### src/pkg/fmp_pkg.sv
// Constants and types for the flyback mode and protection controller
package fmp_pkg;

  // ****************
  // Clock and timing
  // ****************
  localparam int unsigned CLK_HZ          = 250_000_000;
  localparam int unsigned CLK_PERIOD_NS   = 4;
  localparam int unsigned NOM_FREQ_HZ     = 65_000;
  localparam int unsigned PK_FREQ_HZ      = 125_000;
  localparam int unsigned NOM_PERIOD_CYC  = CLK_HZ / NOM_FREQ_HZ;
  localparam int unsigned PK_PERIOD_CYC   = CLK_HZ / PK_FREQ_HZ;
  localparam int unsigned LIGHT_STEP_CYC  = 4;
  localparam int unsigned LIGHT_MAX_CYC   = 2 * NOM_PERIOD_CYC;
  localparam int unsigned SHUFFLE_PCT     = 7;
  localparam int unsigned SHUFFLE_AMP_CYC = NOM_PERIOD_CYC * SHUFFLE_PCT / 100;
  localparam int unsigned BLANK_TIME_NS   = 250;
  localparam int unsigned BLANK_CYC       = (BLANK_TIME_NS + CLK_PERIOD_NS - 1) / CLK_PERIOD_NS;
  localparam int unsigned SS_TIME_NS      = 2_500_000;
  localparam int unsigned SS_CYC          = SS_TIME_NS / CLK_PERIOD_NS;
  localparam int unsigned OLP_TIME_NS     = 40_000_000;
  localparam int unsigned OLP_CYC         = OLP_TIME_NS / CLK_PERIOD_NS;
  localparam int unsigned PHASE_CYC       = 64;
  localparam int unsigned OTP_DEBOUNCE    = 30;
  localparam int unsigned OVP_DEBOUNCE    = 5;
  localparam int unsigned REF_MAX         = 255;

  // ****************
  // Register map
  // ****************
  localparam logic [7:0]  CTRL_OFS        = 8'h00;
  localparam logic [7:0]  STATUS_OFS      = 8'h04;
  localparam logic [7:0]  FAULT_OFS       = 8'h08;
  localparam logic [7:0]  REF_OFS         = 8'h0C;
  localparam logic [31:0] CTRL_RST        = 32'h0000_0001;
  localparam int unsigned CTRL_EN_BIT     = 0;
  localparam int unsigned CTRL_SHUF_BIT   = 1;
  localparam int unsigned FLT_OTP_BIT     = 0;
  localparam int unsigned FLT_OVP_BIT     = 1;
  localparam int unsigned FLT_OLP_BIT     = 2;
  localparam int unsigned FLT_OCP_BIT     = 3;
  localparam int unsigned FLT_VDD_BIT     = 4;

  // ****************
  // States
  // ****************
  typedef enum logic [1:0] {
    ST_CHARGE = 2'b00,
    ST_RUN    = 2'b01,
    ST_FAULT  = 2'b10
  } fmp_state_e;

  typedef enum logic [1:0] {
    PH_IDLE = 2'b00,
    PH_LOW  = 2'b01,
    PH_HIGH = 2'b10,
    PH_OVP  = 2'b11
  } fmp_phase_e;

endpackage : fmp_pkg

### src/rtl/fmp_ctrl.sv
// Flyback mode, soft start and protection controller with APB registers
//
// The APB interface to the registers and the placing of the registers were left to the implementer.
module fmp_ctrl
  import fmp_pkg::*;
#(
  parameter int unsigned SS_CYCLES  = SS_CYC,
  parameter int unsigned OLP_CYCLES = OLP_CYC
) (
  // Clock, reset, enable
  input  wire logic        clk,
  input  wire logic        sys_rst,
  input  wire logic        ce,
  // APB slave
  input  wire logic        psel,
  input  wire logic        penable,
  input  wire logic        pwrite,
  input  wire logic [7:0]  paddr,
  input  wire logic [31:0] pwdata,
  output logic [31:0]      prdata,
  output logic             pready,
  output logic             pslverr,
  // Analog comparator inputs
  input  wire logic        supply_above_release,
  input  wire logic        supply_below_lockout,
  input  wire logic        supply_over_voltage,
  input  wire logic        over_current_fault,
  input  wire logic        feedback_below_burst_entry,
  input  wire logic        feedback_above_burst_exit,
  input  wire logic        feedback_above_peak,
  input  wire logic        feedback_below_green,
  input  wire logic        feedback_above_power_limit,
  input  wire logic        current_limit_reached,
  input  wire logic        sense_below_valley,
  input  wire logic        otp_diff_below_limit,
  input  wire logic        ovp_current_above_limit,
  // Analog controls
  output logic             startup_source_en,
  output logic             gate_request,
  output logic [7:0]       peak_limit_ref,
  output logic             bias_enable,
  output logic             extra_phase_current,
  output logic             low_current_phase,
  output logic             high_current_phase,
  output logic             ovp_phase,
  output logic             sample_low_hold,
  output logic             sample_high_hold,
  output logic             valley_flag
);

  // ****************
  // Input synchronisers
  // ****************
  localparam int unsigned NIN = 13;
  logic [NIN-1:0] raw_in;
  logic [NIN-1:0] sync1_q;
  logic [NIN-1:0] sync2_q;

  assign raw_in = {supply_above_release, supply_below_lockout, supply_over_voltage,
                   over_current_fault, feedback_below_burst_entry, feedback_above_burst_exit,
                   feedback_above_peak, feedback_below_green, feedback_above_power_limit,
                   current_limit_reached, sense_below_valley, otp_diff_below_limit,
                   ovp_current_above_limit};

  always_ff @(posedge clk or posedge sys_rst) begin
    if (sys_rst) begin
      sync1_q <= '0;
      sync2_q <= '0;
    end else if (ce) begin
      sync1_q <= raw_in;
      sync2_q <= sync1_q;
    end
  end

  logic s_release, s_lockout, s_vdd_ovp, s_ocp, s_burst_in, s_burst_out, s_peak;
  logic s_green, s_plimit, s_climit, s_valley, s_otp_low, s_ovp_hi;
  assign {s_release, s_lockout, s_vdd_ovp, s_ocp, s_burst_in, s_burst_out, s_peak,
          s_green, s_plimit, s_climit, s_valley, s_otp_low, s_ovp_hi} = sync2_q;

  // ****************
  // Registers
  // ****************
  logic [31:0] ctrl_q;
  logic [4:0]  fault_q;
  logic [4:0]  fault_set;
  logic        apb_acc;
  logic        apb_wr;
  logic        pready_q;
  logic        pslverr_q;
  logic [31:0] prdata_q;
  fmp_phase_e  phase_q;

  function automatic logic mapped(input logic [7:0] a);
    mapped = (a == CTRL_OFS) || (a == STATUS_OFS) || (a == FAULT_OFS) || (a == REF_OFS);
  endfunction : mapped

  assign apb_acc = psel && penable && !pready_q;
  assign apb_wr  = psel && penable && pready_q && pwrite && mapped(paddr);

  // ****************
  // State machine
  // ****************
  fmp_state_e state_q;
  logic       fault_any;
  logic       start_run;

  assign fault_any = |fault_set;
  assign start_run = (state_q == ST_CHARGE) && s_release;

  always_ff @(posedge clk or posedge sys_rst) begin
    if (sys_rst) begin
      state_q           <= ST_CHARGE;
      startup_source_en <= 1'b1;
    end else if (ce) begin
      case (state_q)
        ST_CHARGE: begin
          if (s_release) begin
            state_q           <= ST_RUN;
            startup_source_en <= 1'b0;
          end
        end
        ST_RUN: begin
          if (fault_any) begin
            state_q <= ST_FAULT;
          end
        end
        ST_FAULT: begin
          if (s_lockout) begin
            state_q           <= ST_CHARGE;
            startup_source_en <= 1'b1;
          end
        end
        default: begin
          state_q           <= ST_CHARGE;
          startup_source_en <= 1'b1;
        end
      endcase
    end
  end

  // ****************
  // Soft start ramp
  // ****************
  localparam int unsigned SS_STEP = (SS_CYCLES / (REF_MAX + 1) > 0) ?
                                    SS_CYCLES / (REF_MAX + 1) : 1;
  logic [31:0] ss_cnt_q;

  always_ff @(posedge clk or posedge sys_rst) begin
    if (sys_rst) begin
      ss_cnt_q       <= '0;
      peak_limit_ref <= '0;
    end else if (ce) begin
      if (state_q != ST_RUN || start_run) begin
        ss_cnt_q       <= '0;
        peak_limit_ref <= '0;
      end else if (peak_limit_ref != 8'(REF_MAX)) begin
        if (ss_cnt_q == 32'(SS_STEP - 1)) begin
          ss_cnt_q       <= '0;
          peak_limit_ref <= peak_limit_ref + 8'h01;
        end else begin
          ss_cnt_q <= ss_cnt_q + 32'h0000_0001;
        end
      end
    end
  end

  // ****************
  // Oscillator and mode
  // ****************
  logic [15:0] per_cnt_q;
  logic [15:0] period;
  logic [15:0] light_ext_q;
  logic [15:0] shuf_q;
  logic        shuf_up_q;
  logic        cyc_end;
  logic        burst_q;

  assign cyc_end = (per_cnt_q >= period - 16'h0001);

  always_comb begin
    if (s_peak) begin
      period = 16'(PK_PERIOD_CYC);
    end else begin
      period = 16'(NOM_PERIOD_CYC) + light_ext_q;
      if (ctrl_q[CTRL_SHUF_BIT]) begin
        period = period + shuf_q - 16'(SHUFFLE_AMP_CYC);
      end
    end
  end

  always_ff @(posedge clk or posedge sys_rst) begin
    if (sys_rst) begin
      per_cnt_q   <= '0;
      light_ext_q <= '0;
      shuf_q      <= 16'(SHUFFLE_AMP_CYC);
      shuf_up_q   <= 1'b1;
    end else if (ce) begin
      per_cnt_q <= cyc_end ? 16'h0000 : per_cnt_q + 16'h0001;
      if (cyc_end) begin
        if (s_green && !s_peak) begin
          if (light_ext_q < 16'(LIGHT_MAX_CYC - NOM_PERIOD_CYC)) begin
            light_ext_q <= light_ext_q + 16'(LIGHT_STEP_CYC);
          end
        end else if (light_ext_q != 16'h0000) begin
          light_ext_q <= light_ext_q - 16'(LIGHT_STEP_CYC);
        end
        if (shuf_up_q) begin
          shuf_q    <= shuf_q + 16'h0001;
          shuf_up_q <= (shuf_q < 16'(2 * SHUFFLE_AMP_CYC - 1));
        end else begin
          shuf_q    <= shuf_q - 16'h0001;
          shuf_up_q <= (shuf_q == 16'h0001);
        end
      end
    end
  end

  always_ff @(posedge clk or posedge sys_rst) begin
    if (sys_rst) begin
      burst_q <= 1'b0;
    end else if (ce) begin
      if (s_burst_in) begin
        burst_q <= 1'b1;
      end else if (s_burst_out) begin
        burst_q <= 1'b0;
      end
    end
  end

  // ****************
  // Gate and blanking
  // ****************
  logic [7:0] blank_q;
  logic       gate_on_ok;

  assign gate_on_ok = (state_q == ST_RUN) && !fault_any && ctrl_q[CTRL_EN_BIT]
                      && !burst_q && !s_burst_in && (peak_limit_ref != 8'h00);

  always_ff @(posedge clk or posedge sys_rst) begin
    if (sys_rst) begin
      gate_request <= 1'b0;
      blank_q      <= '0;
    end else if (ce) begin
      if (blank_q != 8'h00) begin
        blank_q <= blank_q - 8'h01;
      end
      if (!gate_on_ok) begin
        gate_request <= 1'b0;
      end else if (cyc_end) begin
        gate_request <= 1'b1;
        blank_q      <= 8'(BLANK_CYC);
      end else if (gate_request && s_climit && blank_q == 8'h00) begin
        gate_request <= 1'b0;
      end
    end
  end

  // ****************
  // Valley detection
  // ****************
  logic valley_d_q;

  always_ff @(posedge clk or posedge sys_rst) begin
    if (sys_rst) begin
      valley_d_q  <= 1'b0;
      valley_flag <= 1'b0;
    end else if (ce) begin
      valley_d_q  <= s_valley;
      valley_flag <= s_valley && !valley_d_q && !gate_request && (phase_q == PH_IDLE);
    end
  end

  // ****************
  // Sense pin measurement phases
  // ****************
  logic [7:0] ph_cnt_q;
  logic       gate_fall;
  logic       gate_d_q;

  assign gate_fall = gate_d_q && !gate_request;

  always_ff @(posedge clk or posedge sys_rst) begin
    if (sys_rst) begin
      gate_d_q            <= 1'b0;
      phase_q             <= PH_IDLE;
      ph_cnt_q            <= '0;
      bias_enable         <= 1'b0;
      extra_phase_current <= 1'b0;
      low_current_phase   <= 1'b0;
      high_current_phase  <= 1'b0;
      ovp_phase           <= 1'b0;
      sample_low_hold     <= 1'b0;
      sample_high_hold    <= 1'b0;
    end else if (ce) begin
      gate_d_q         <= gate_request;
      sample_low_hold  <= 1'b0;
      sample_high_hold <= 1'b0;
      if (gate_request || state_q != ST_RUN) begin
        phase_q  <= PH_IDLE;
        ph_cnt_q <= '0;
      end else if (gate_fall) begin
        phase_q  <= PH_LOW;
        ph_cnt_q <= '0;
      end else if (phase_q != PH_IDLE) begin
        if (ph_cnt_q == 8'(PHASE_CYC - 1)) begin
          ph_cnt_q <= '0;
          case (phase_q)
            PH_LOW: begin
              phase_q         <= PH_HIGH;
              sample_low_hold <= 1'b1;
            end
            PH_HIGH: begin
              phase_q          <= PH_OVP;
              sample_high_hold <= 1'b1;
            end
            default: phase_q <= PH_IDLE;
          endcase
        end else begin
          ph_cnt_q <= ph_cnt_q + 8'h01;
        end
      end
      bias_enable         <= (phase_q == PH_LOW) || (phase_q == PH_HIGH);
      extra_phase_current <= (phase_q == PH_HIGH);
      low_current_phase   <= (phase_q == PH_LOW);
      high_current_phase  <= (phase_q == PH_HIGH);
      ovp_phase           <= (phase_q == PH_OVP);
    end
  end

  // ****************
  // Fault debounce (OCP and VDD over-voltage faults set without debounce)
  // ****************
  logic [4:0]  otp_cnt_q;
  logic [2:0]  ovp_cnt_q;
  logic [31:0] olp_cnt_q;
  logic        ph_last;

  assign ph_last = (ph_cnt_q == 8'(PHASE_CYC - 1));

  always_ff @(posedge clk or posedge sys_rst) begin
    if (sys_rst) begin
      otp_cnt_q <= '0;
      ovp_cnt_q <= '0;
      olp_cnt_q <= '0;
    end else if (ce) begin
      if (state_q != ST_RUN) begin
        otp_cnt_q <= '0;
        ovp_cnt_q <= '0;
      end else begin
        if (phase_q == PH_OVP && ph_last) begin
          otp_cnt_q <= s_otp_low ? otp_cnt_q + 5'h01 : 5'h00;
        end
        if (phase_q == PH_OVP && ph_last) begin
          ovp_cnt_q <= s_ovp_hi ? ovp_cnt_q + 3'h1 : 3'h0;
        end
      end
      if (state_q == ST_RUN && s_plimit) begin
        olp_cnt_q <= olp_cnt_q + 32'h0000_0001;
      end else begin
        olp_cnt_q <= '0;
      end
    end
  end

  always_comb begin
    fault_set               = '0;
    fault_set[FLT_OTP_BIT]  = (otp_cnt_q >= 5'(OTP_DEBOUNCE));
    fault_set[FLT_OVP_BIT]  = (ovp_cnt_q >= 3'(OVP_DEBOUNCE));
    fault_set[FLT_OLP_BIT]  = (olp_cnt_q >= OLP_CYCLES);
    fault_set[FLT_OCP_BIT]  = (state_q == ST_RUN) && s_ocp;
    fault_set[FLT_VDD_BIT]  = (state_q == ST_RUN) && s_vdd_ovp;
  end

  // ****************
  // APB slave
  // ****************
  always_ff @(posedge clk or posedge sys_rst) begin
    if (sys_rst) begin
      ctrl_q    <= CTRL_RST;
      fault_q   <= '0;
      pready_q  <= 1'b0;
      pslverr_q <= 1'b0;
      prdata_q  <= '0;
    end else if (ce) begin
      pready_q  <= apb_acc;
      pslverr_q <= apb_acc && !mapped(paddr);
      if (apb_wr && paddr == CTRL_OFS) begin
        ctrl_q <= {30'h0000_0000, pwdata[1:0]};
      end
      if (apb_wr && paddr == FAULT_OFS) begin
        fault_q <= (fault_q & ~pwdata[4:0]) | fault_set;
      end else begin
        fault_q <= fault_q | fault_set;
      end
      if (apb_acc) begin
        case (paddr)
          CTRL_OFS:   prdata_q <= ctrl_q;
          STATUS_OFS: prdata_q <= {24'h00_0000, phase_q, burst_q, s_peak, gate_request,
                                   startup_source_en, state_q};
          FAULT_OFS:  prdata_q <= {27'h000_0000, fault_q};
          REF_OFS:    prdata_q <= {24'h00_0000, peak_limit_ref};
          default:    prdata_q <= 32'h0000_0000;
        endcase
      end
    end
  end

  assign prdata  = prdata_q;
  assign pready  = pready_q;
  assign pslverr = pslverr_q;

endmodule : fmp_ctrl
### config.mk
export PLATFORM = sky130hd
export DESIGN_NAME = fmp_ctrl
export DESIGN_NICKNAME = d
export VERILOG_FILES = /design/src/pkg/fmp_pkg.sv /design/src/rtl/fmp_ctrl.sv
export SDC_FILE = /design/constraint.sdc
export NUM_CORES = 1
export LEC_CHECK = 0
export ABC_AREA = 1
export BUFFER_PORTS_ARGS = -buffer_cell sky130_fd_sc_hd__clkbuf_2
export CAP_MARGIN = 10
export CORE_MARGIN = 2
export CORE_UTILIZATION = 55
export CTS_BUF_LIST = sky130_fd_sc_hd__clkbuf_8 sky130_fd_sc_hd__clkbuf_16
export DETAILED_ROUTE_END_ITERATION = 6
export PLACE_DENSITY = 0.74
export REMOVE_ABC_BUFFERS = 1
export SYNTH_ARGS = -nofsm -noshare
export SYNTH_HDL_FRONTEND = slang
export SYNTH_SLANG_ARGS = --single-unit
### constraint.sdc
create_clock -name clk -period 14.36 [get_ports clk]
set_input_delay 2.872 -clock clk [delete_from_list [all_inputs] [get_ports clk]]
set_output_delay 2.872 -clock clk [all_outputs]
set_load 0.1 [all_outputs]
[After elaboration in Yosys (flattened, before gate mapping)]
Cells that the tools add are included.
Storage, ports and cells
  word-level logic and storage cells: 202
  ROM bits: 0
  input bits: 59
  memory bits (writable): 0
  memories kept: 0
  register bits after elaboration: 228
  latch bits: 0
  output and inout bits: 52
Cells by class
  equal/unequal tests: 18
  magnitude comparators: 6
  divide/modulo/power cells: 0
  $add $sub $neg: 16
  $mul: 0
  shift-type cells: 0
  reduce and logical (&&, ||, !) cells: 68
  bitwise operators: 5
  mux-type cells: 57
Operators with widths (count)
  $mux W32: 4
  $mux W16: 7
  $mux W8: 10
  $add A32 B1 Y32 const B: 2
  $add A16 B1 Y16 const B: 2
  $eq A32 B12 Y1 const B: 1
  $ge A32 B24 Y1 const B: 1
  $pmux W8 S4: 1
  $sub A16 B1 Y16 const B: 2
  $logic_and A1 B1 Y1: 25
  $mux W5: 4
  $mux W1: 18
  $add A12 B16 Y16 const A: 1
  $add A16 B16 Y16: 1
  $add A16 B3 Y16 const B: 1
  $add A8 B1 Y8 const B: 2
  $eq A16 B1 Y1 const B: 1
  $eq A8 B4 Y1 const B: 2
  $ge A16 B16 Y1: 1
  $logic_not A8 Y1: 2
  $lt A16 B10 Y1 const B: 1
  $lt A16 B12 Y1 const B: 1
  $reduce_and A2 Y1: 8
  $reduce_bool A16 Y1: 1
  33 further kinds: 71

[Longest topological paths before layout]
Gate-level depths: netlist of the first run.
  word-level depth: 11
  depth in mapped cells: 39
  mapped depth without buffers: 39

[Least setup slack after synthesis of the first run]
Ideal clock, no wire load.
  path kind: reg-to-reg
  start point: register light_ext_q[2]
  end point: register shuf_q[4]
  buffers on the path: 1
  required time: 14229 ps
  path slack: 10076 ps
  data arrival time: 4153 ps
  setup time: 131 ps
  cell stages (with the launch flop): 32
  clock period less this slack: 4284 ps
  cells stage by stage: dfrtp_1 > ha_1 > nand2_1 > nor2_2 > o21ai_0 > nand2_1 > inv_1 > ha_1 > inv_1 > ha_1 > nand2_1 > inv_1 > a21oi_1 > nand3_1 > nand2_1 > nand3_1 > nand2_1 > nand2_1 > nor2_1 > nand4_1 > nand2_1 > inv_1 > ha_1 > nand2_1 > nor3_1 > nand3_1 > nand3_1 > nand2_1 > buf_2 > a21oi_1 > o21ai_0 > xor2_1
On the way
  cells in the longest elaborated chain, start to end: 8
RTL lines
  start: declaration: line fmp_ctrl.sv:172  | logic [15:0] light_ext_q;
  start signal: assignment: line fmp_ctrl.sv:202  | light_ext_q <= light_ext_q + 16'(LIGHT_STEP_CYC);
  start signal: assignment: line fmp_ctrl.sv:205  | light_ext_q <= light_ext_q - 16'(LIGHT_STEP_CYC);
  $add A12 B16 Y16 *: line fmp_ctrl.sv:184  | period = 16'(NOM_PERIOD_CYC) + light_ext_q;
  $add A16 B16 Y16: line fmp_ctrl.sv:186  | period = period + shuf_q - 16'(SHUFFLE_AMP_CYC);
  $sub A16 B9 Y16: line fmp_ctrl.sv:186
  $mux W16 *: line fmp_ctrl.sv:185  | if (ctrl_q[CTRL_SHUF_BIT]) begin
  $mux W16 *: line fmp_ctrl.sv:181  | if (s_peak) begin
  $sub A16 B1 Y16 *: line fmp_ctrl.sv:178  | assign cyc_end = (per_cnt_q >= period - 16'h0001);
  $ge A16 B16 Y1 *: line fmp_ctrl.sv:178
  $reduce_and A2 Y1 (no line) *
  end signal: assignment: line fmp_ctrl.sv:195  | shuf_q <= 16'(SHUFFLE_AMP_CYC);
  end signal: assignment: line fmp_ctrl.sv:208  | shuf_q <= shuf_q + 16'h0001;
  end signal: assignment: line fmp_ctrl.sv:211  | shuf_q <= shuf_q - 16'h0001;
  end: declaration: line fmp_ctrl.sv:173  | logic [15:0] shuf_q;
Mark *: on every way between the ends. The rest lies on a longest branch, timed or not.
A chain may end at the register's enable or synchronous reset.

[Final worst setup path of the first run]
  start point: register light_ext_q[2]
  end point: register light_ext_q[15]
On the way
  cells in the longest elaborated chain, start to end: 8
  elaborated cells on any way between the ends: 17
  classes of those cells: add/sub (6); order compare (2); eq/ne (1); mux (5); reduce/logical (3)
RTL lines (line)
  $add A12 B16 Y16: fmp_ctrl.sv:184
  $add A16 B16 Y16: fmp_ctrl.sv:186
  $sub A16 B9 Y16: fmp_ctrl.sv:186
  $mux W16: fmp_ctrl.sv:185
  $mux W16: fmp_ctrl.sv:181
  $sub A16 B1 Y16: fmp_ctrl.sv:178
  $ge A16 B16 Y1: fmp_ctrl.sv:178
  $reduce_and A4 Y1 (no line)
Parallel ways exist; a longest one is shown, timed or not. The select of a mux whose other input is x is not followed.

==> flow_metrics.env, run 1 <==
export IMPL_hp_class="reg2reg"
export IMPL_status="complete, no violations"
export IMPL_h_tree_depth=1
export IMPL_grt_pass1_vias=12000
export IMPL_wl_per_cell_um=14.6
export IMPL_cp_top_family="simple AND/OR/NAND/NOR gates"
export IMPL_netlist_area_um2=13800
export IMPL_grtUsageTotal_pct=26.0
export IMPL_rsz0062_at_grt="no"
export IMPL_cpMaxStageDelayCell="inv_1"
export IMPL_setup_tns_ns=0
export IMPL_worst_path_max_fanout=24
export IMPL_cts_buffers=24
export IMPL_ys_flop_type="dfrtp_1"
export IMPL_fillers=2282
export IMPL_ys_async_sr_fraction_pct=100
export IMPL_die_y_um=163
export IMPL_synth_distinct_cells=61
export IMPL_portBuffers=59
export IMPL_cts_sinks=202
export IMPL_ctsResizeCount=0
export IMPL_vias=12600
export IMPL_ir_drop_uv=114
export IMPL_max_clock_freq_mhz=150
export IMPL_whs_path_depth=1
export IMPL_yosys_area_top_type="dfrtp_1"
export IMPL_gp_congestion=0.933
export IMPL_hold_viol=0
export IMPL_cp_required_ns=14.79
export IMPL_holdPathEnd="olp_cnt_q[31]$_DFFE_PP0P_"
export IMPL_cts_tree="built"
export IMPL_area_growth_pct=9.56
export IMPL_grt_pass1_wl_mm=57.2
export IMPL_diodes=0
export IMPL_ant_nets=0
export IMPL_layout_drive_gt1_share_pct=8.09
export IMPL_period_minus_slack_ns=6.68
export IMPL_start_kind="flip-flop"
export IMPL_clk_path_buf_depth=3
export IMPL_grt_max_degree=127
export IMPL_viasPerCell=5.47
export IMPL_hold_buffers=0
export IMPL_clk_pin_slew_worst_paths_ns=0.06
export IMPL_drv_slew=0
export IMPL_root_buffer="clkbuf_16"
export IMPL_fin_ws_ns=7.68
export IMPL_max_slew_margin_rel_pct=31.0
export IMPL_core_area_um2=25000
export IMPL_r2r_start="light_ext_q[2]$_DFFE_PP0P_"
export IMPL_synth_cells=1913
export IMPL_floorplan_die_width_um=163
export IMPL_fin_nets=2097
export IMPL_dp_hpwl_mm=24.8
export IMPL_synth_area_per_cell_um2=7.24
export IMPL_clkLatencyLatePin_ns=0.55
export IMPL_post_cts_buffers=0
export IMPL_start_util_pct=55.5
export IMPL_ys_ff_latch=202
export IMPL_p_leak_nw=7.30
export IMPL_r2r_end="light_ext_q[15]$_DFFE_PP0P_"
export IMPL_fin_crit_sh_pct=46.5
export IMPL_yosysMostFrequentCell="nand2_1"
export IMPL_synth_area_leaders="dfrtp_1, nand2_1, inv_1"
export IMPL_cap_violations=0
export IMPL_cp_end_kind="flip-flop"
export IMPL_worstMarginPinSlew_ns=1.03
export IMPL_drt_first_pass_iters=6
export IMPL_drc_errors=0
export IMPL_r2r_setup_slack_ns=7.68
export IMPL_hp_start="olp_cnt_q[31]$_DFFE_PP0P_"
export IMPL_crit_arrival_ns=7.12
export IMPL_pre_cts_ws_ns=7.71
export IMPL_reg2regPathDepth=32
export IMPL_ys_top_cells_by_count="nand2_1, inv_1, dfrtp_1, nor2_1, o21ai_0"
export IMPL_path_common_cell="nand2_1"
export IMPL_path_buf_inv=6
export IMPL_fin_worst_skew_ns=0.0265
export IMPL_yosysWarnings=0
export IMPL_io_pins=111
export IMPL_wl_mm=33.7
export IMPL_synth_top_area_share_pct=35.2
export IMPL_die_area_um2=26500
export IMPL_powerDensity_nw_per_um2=166
export IMPL_synth_edf_count=0
export IMPL_grt_ovfl_total=0
export IMPL_cpPeakStageDelay_ns=0.74
export IMPL_antenna_found_initial=0
export IMPL_setup_violations_final=0
export IMPL_path_class="reg2reg"
export IMPL_synth_seq_area_share_pct=36.6
export IMPL_dr_first_iter_drc_count=1000
export IMPL_rows=58
## routing by layer
metal  global-route usage (%)  share of wire, %  up-vias
li1                         -                 -     6336
met1                     35.1                45     5893
met2                     44.3                47      336
met3                     3.34               5.3       56
met4                     7.20               2.2        0
met5                        0                 0        -
## registers in the layout, summed over array words and instances (netlist names), 8 cells and up
name            count
olp_cnt_q          32
ss_cnt_q           32
per_cnt_q          16
shuf_q             16
light_ext_q        14
sync1_q            13
sync2_q            13
blank_q             8
peak_limit_ref      8
ph_cnt_q            8
prdata              8
## cell usage in the layout (no fill, tap or decap), types with 6 or more instances in the layout
cell	count
a21oi_1	90
a31oi_1	10
clkbuf_16	24
clkbuf_2	58
conb_1	24
dfrtp_1	195
dfstp_2	7
ha_1	78
inv_1	269
inv_2	10
nand2_1	448
nand3_1	113
nand3b_1	7
nand4_1	38
nor2_1	187
nor2_2	10
nor3_1	53
nor3_2	6
nor3b_1	6
nor4_1	33
o21ai_0	129
o21ai_1	6
o22ai_1	6
o31ai_1	14
xnor2_1	18
xor2_1	53
## power breakdown
| part | internal, W | total [W] | switching [W] |
|---|---|---|---|
| registers | 0.000644 | 0.000730 | 0.0000856 |
| logic | 0.000376 | 0.00113 | 0.000758 |
| clock network | 0.000405 | 0.000657 | 0.000252 |
| total | 0.00142 | 0.00252 | 0.00110 |
## through the flow
stage	instances	utilization (%)	hold WS [ns]	instance area, um2	power [W]
after floorplan	1871	-	0.437	13600	0.00160
after global placement	2263	57.3	0.455	14300	0.00183
after detailed placement	2263	57.3	0.457	14300	0.00186
after CTS	2307	60.8	0.465	15200	0.00253
after global routing	2307	60.8	0.484	15200	0.00273
final	2307	60.8	0.468	15200	0.00252
## worst max-delay path by stage
stage,start,endpoint,slack (ns),depth (start not counted)
2_1_floorplan,sys_rst,bias_enable$_DFFE_PP0P_,5.99,1
3_3_place_gp,light_ext_q[2]$_DFFE_PP0P_,light_ext_q[3]$_DFFE_PP0P_,7.72,28
3_5_place_dp,light_ext_q[2]$_DFFE_PP0P_,light_ext_q[15]$_DFFE_PP0P_,7.71,29
4_1_cts,light_ext_q[2]$_DFFE_PP0P_,light_ext_q[15]$_DFFE_PP0P_,7.66,30
5_1_grt,light_ext_q[2]$_DFFE_PP0P_,light_ext_q[3]$_DFFE_PP0P_,6.91,35
6_report,light_ext_q[2]$_DFFE_PP0P_,light_ext_q[15]$_DFFE_PP0P_,7.68,32
## layout make-up
class                      instances  area (um2)  area share (%)
clock inverter                    15         203            1.34
timing repair buffer              62         318            2.10
inverter                         277        1050            6.92
tap                              330         413            2.72
multi-input combinational       1392        7450            49.1
clock buffer                      29         669            4.41
sequential                       202        5060            33.4
## kinds of logic (layout without fill, tap and decap cells)
| kind of cell | Yosys count | in the layout | share of synthesized area (%) |
|---|---|---|---|
| AND/OR/NAND/NOR | 928 | 928 | 29.8 |
| buffers and inverters | 342 | 383 | 10.2 |
| AO/OA/AOI/OAI | 290 | 290 | 11.7 |
| flip-flops | 202 | 202 | 36.6 |
| adder cells (fa/ha/maj) | 79 | 79 | 7.19 |
| XOR/XNOR | 71 | 71 | 4.49 |
| other | 1 | 24 | 0.0271 |
Power figures use the tool's default switching activity.
==> run 2: changes to the inputs <==
--- a/config.mk
+++ b/config.mk
@@ -12,7 +12,7 @@
 export CORE_UTILIZATION = 55
 export CTS_BUF_LIST = sky130_fd_sc_hd__clkbuf_8 sky130_fd_sc_hd__clkbuf_16
 export DETAILED_ROUTE_END_ITERATION = 6
-export PLACE_DENSITY = 0.74
+export PLACE_DENSITY = 0.77
 export REMOVE_ABC_BUFFERS = 1
 export SYNTH_ARGS = -nofsm -noshare
 export SYNTH_HDL_FRONTEND = slang
==> constraint.sdc (replaced) <==
create_clock -name clk -period 5.7 [get_ports clk]
set_input_delay 1.14 -clock clk [delete_from_list [all_inputs] [get_ports clk]]
set_output_delay 1.14 -clock clk [all_outputs]
set_load 0.1 [all_outputs]
==> flow_metrics.env, run 2 (synthesis results as in run 1) <==
export IMPL_status="complete, no violations"
export IMPL_grt_max_degree=125
export IMPL_hold_viol=0
export IMPL_io_pins=111
export IMPL_cts_tree="built"
export IMPL_floorplan_die_width_um=163
export IMPL_dr_first_iter_drc_count=949
export IMPL_dp_hpwl_mm=24.6
export IMPL_wl_per_cell_um=14.4
export IMPL_place_inst=2271
export IMPL_max_clock_freq_mhz=197
export IMPL_cts_sinks=202
export IMPL_cap_violations=0
export IMPL_fin_worst_skew_ns=0.0230
export IMPL_period_minus_slack_ns=5.07
export IMPL_drc_errors=0
export IMPL_grt_pass1_vias=12000
export IMPL_ir_drop_uv=283
export IMPL_grtUsageTotal_pct=25.7
export IMPL_wl_mm=33.2
export IMPL_fin_cells=2313
export IMPL_cp_required_ns=6.08
export IMPL_setup_violations_final=0
export IMPL_max_slew_margin_rel_pct=43.0
export IMPL_clk_pin_slew_worst_paths_ns=0.06
export IMPL_die_area_um2=26500
export IMPL_start_util_pct=55.5
export IMPL_rows=58
export IMPL_rsz0062_at_grt="no"
export IMPL_layout_commonest_cell="nand2_1"
export IMPL_cpMaxStageDelayCell="dfrtp_2"
export IMPL_worst_path_max_fanout=24
export IMPL_crit_arrival_ns=5.45
export IMPL_diodes=0
export IMPL_cpPeakStageDelay_ns=0.47
export IMPL_gp_congestion=0.882
export IMPL_grt_pass1_wl_mm=56.7
export IMPL_cp_end_kind="flip-flop"
export IMPL_fin_crit_sh_pct=88.9
export IMPL_cts_buffers=23
export IMPL_path_common_cell="nand2_1"
export IMPL_portBuffers=59
export IMPL_drv_slew=0
export IMPL_ant_nets=0
export IMPL_antenna_found_initial=0
export IMPL_grt_ovfl_total=0
export IMPL_p_leak_nw=7.29
export IMPL_path_class="reg2reg"
export IMPL_layout_drive_gt1_share_pct=8.77
export IMPL_worstMarginPinSlew_ns=0.855
export IMPL_powerDensity_nw_per_um2=408
export IMPL_vias=12700
export IMPL_timing_hold_ws_ns=0.471
export IMPL_clkLatencyLatePin_ns=0.52
export IMPL_die_y_um=163
export IMPL_viasPerCell=5.50
export IMPL_start_kind="flip-flop"
export IMPL_root_buffer="clkbuf_16"
export IMPL_core_area_um2=25000
export IMPL_hp_class="reg2reg"
export IMPL_drt_first_pass_iters=5
export IMPL_area_growth_pct=9.46
export IMPL_clk_path_buf_depth=3
export IMPL_h_tree_depth=1
export IMPL_hold_buffers=0
export IMPL_top_regs="olp_cnt_q (32), ss_cnt_q (32)"
export IMPL_layout_common_cells="nand2_1, inv_1, dfrtp_1, nor2_1, o21ai_0"
export IMPL_fin_nets=2104
## run 2: stage by stage
step	utilization (%)	total power [W]	TNS (ns)	setup WS, ns	cell area [um2]
detailed placement	57.5	0.00466	0	0.441	14400
finish	60.7	0.00618	0	0.633	15200
floorplan	-	0.00404	-183.13	-0.939	13600
global route	60.7	0.00671	0	0.00286	15200
CTS	60.7	0.00620	0	0.433	15100
global placement	57.5	0.00459	0	0.517	14400
## run 2: path summary, 6_finish.rpt
kind                            slack [ns]                         end                  startpoint  cells after the start
worst min-delay path                  0.47      sync1_q[5]$_DFFE_PP0P_      sync1_q[5]$_DFFE_PP0P_                      2
worst max register to register        0.63  light_ext_q[3]$_DFFE_PP0P_  light_ext_q[2]$_DFFE_PP0P_                     35
max in group asynchronous             3.79       shuf_q[3]$_DFFE_PP1P_                     sys_rst                      3
min in group asynchronous             0.80    ss_cnt_q[16]$_DFFE_PP0P_                     sys_rst                      2
worst max-delay path                  0.63  light_ext_q[3]$_DFFE_PP0P_  light_ext_q[2]$_DFFE_PP0P_                     35
worst min register to register        0.47      sync1_q[5]$_DFFE_PP0P_      sync1_q[5]$_DFFE_PP0P_                      2
## run 2: timing repair
action,4_1_cts,5_1_grt
resized for setup,0,4
setup endpoints to repair,0,16
setup buffers,0,0
## run 2: final cells by class
type	count	area (um2)
multi-input cells	1392	7460
flip-flops and latches	202	5060
clock buffers	30	672
clock inverters	12	115
inverters	277	1050
repair buffers	70	378
well taps	330	413
fillers	2283	9810
## run 2: critical path: cells and delay by family, from the launching register on
family	cells	cell delay [ns]
AND/OR/NAND/NOR	17	1.88
adder cells (fa/ha/maj)	4	1.16
XOR/XNOR	1	0.16
flip-flops	1	0.47
AO/OA/AOI/OAI	3	0.37
buffers and inverters	10	0.87
## run 2: per-layer routing
metal | GRT usage, % | vias up | share of wire (%)
li1 | - | 6352 | -
met1 | 35.0 | 5985 | 45
met2 | 44.6 | 331 | 48
met3 | 2.50 | 52 | 4.6
met4 | 5.91 | 0 | 1.9
met5 | 0 | - | 0
## run 2: power by group
part | internal [W] | switching [W] | total (W)
clock | 0.000919 | 0.000594 | 0.00151
combinational | 0.000951 | 0.00188 | 0.00283
sequential | 0.00162 | 0.000213 | 0.00184
total | 0.00349 | 0.00269 | 0.00618
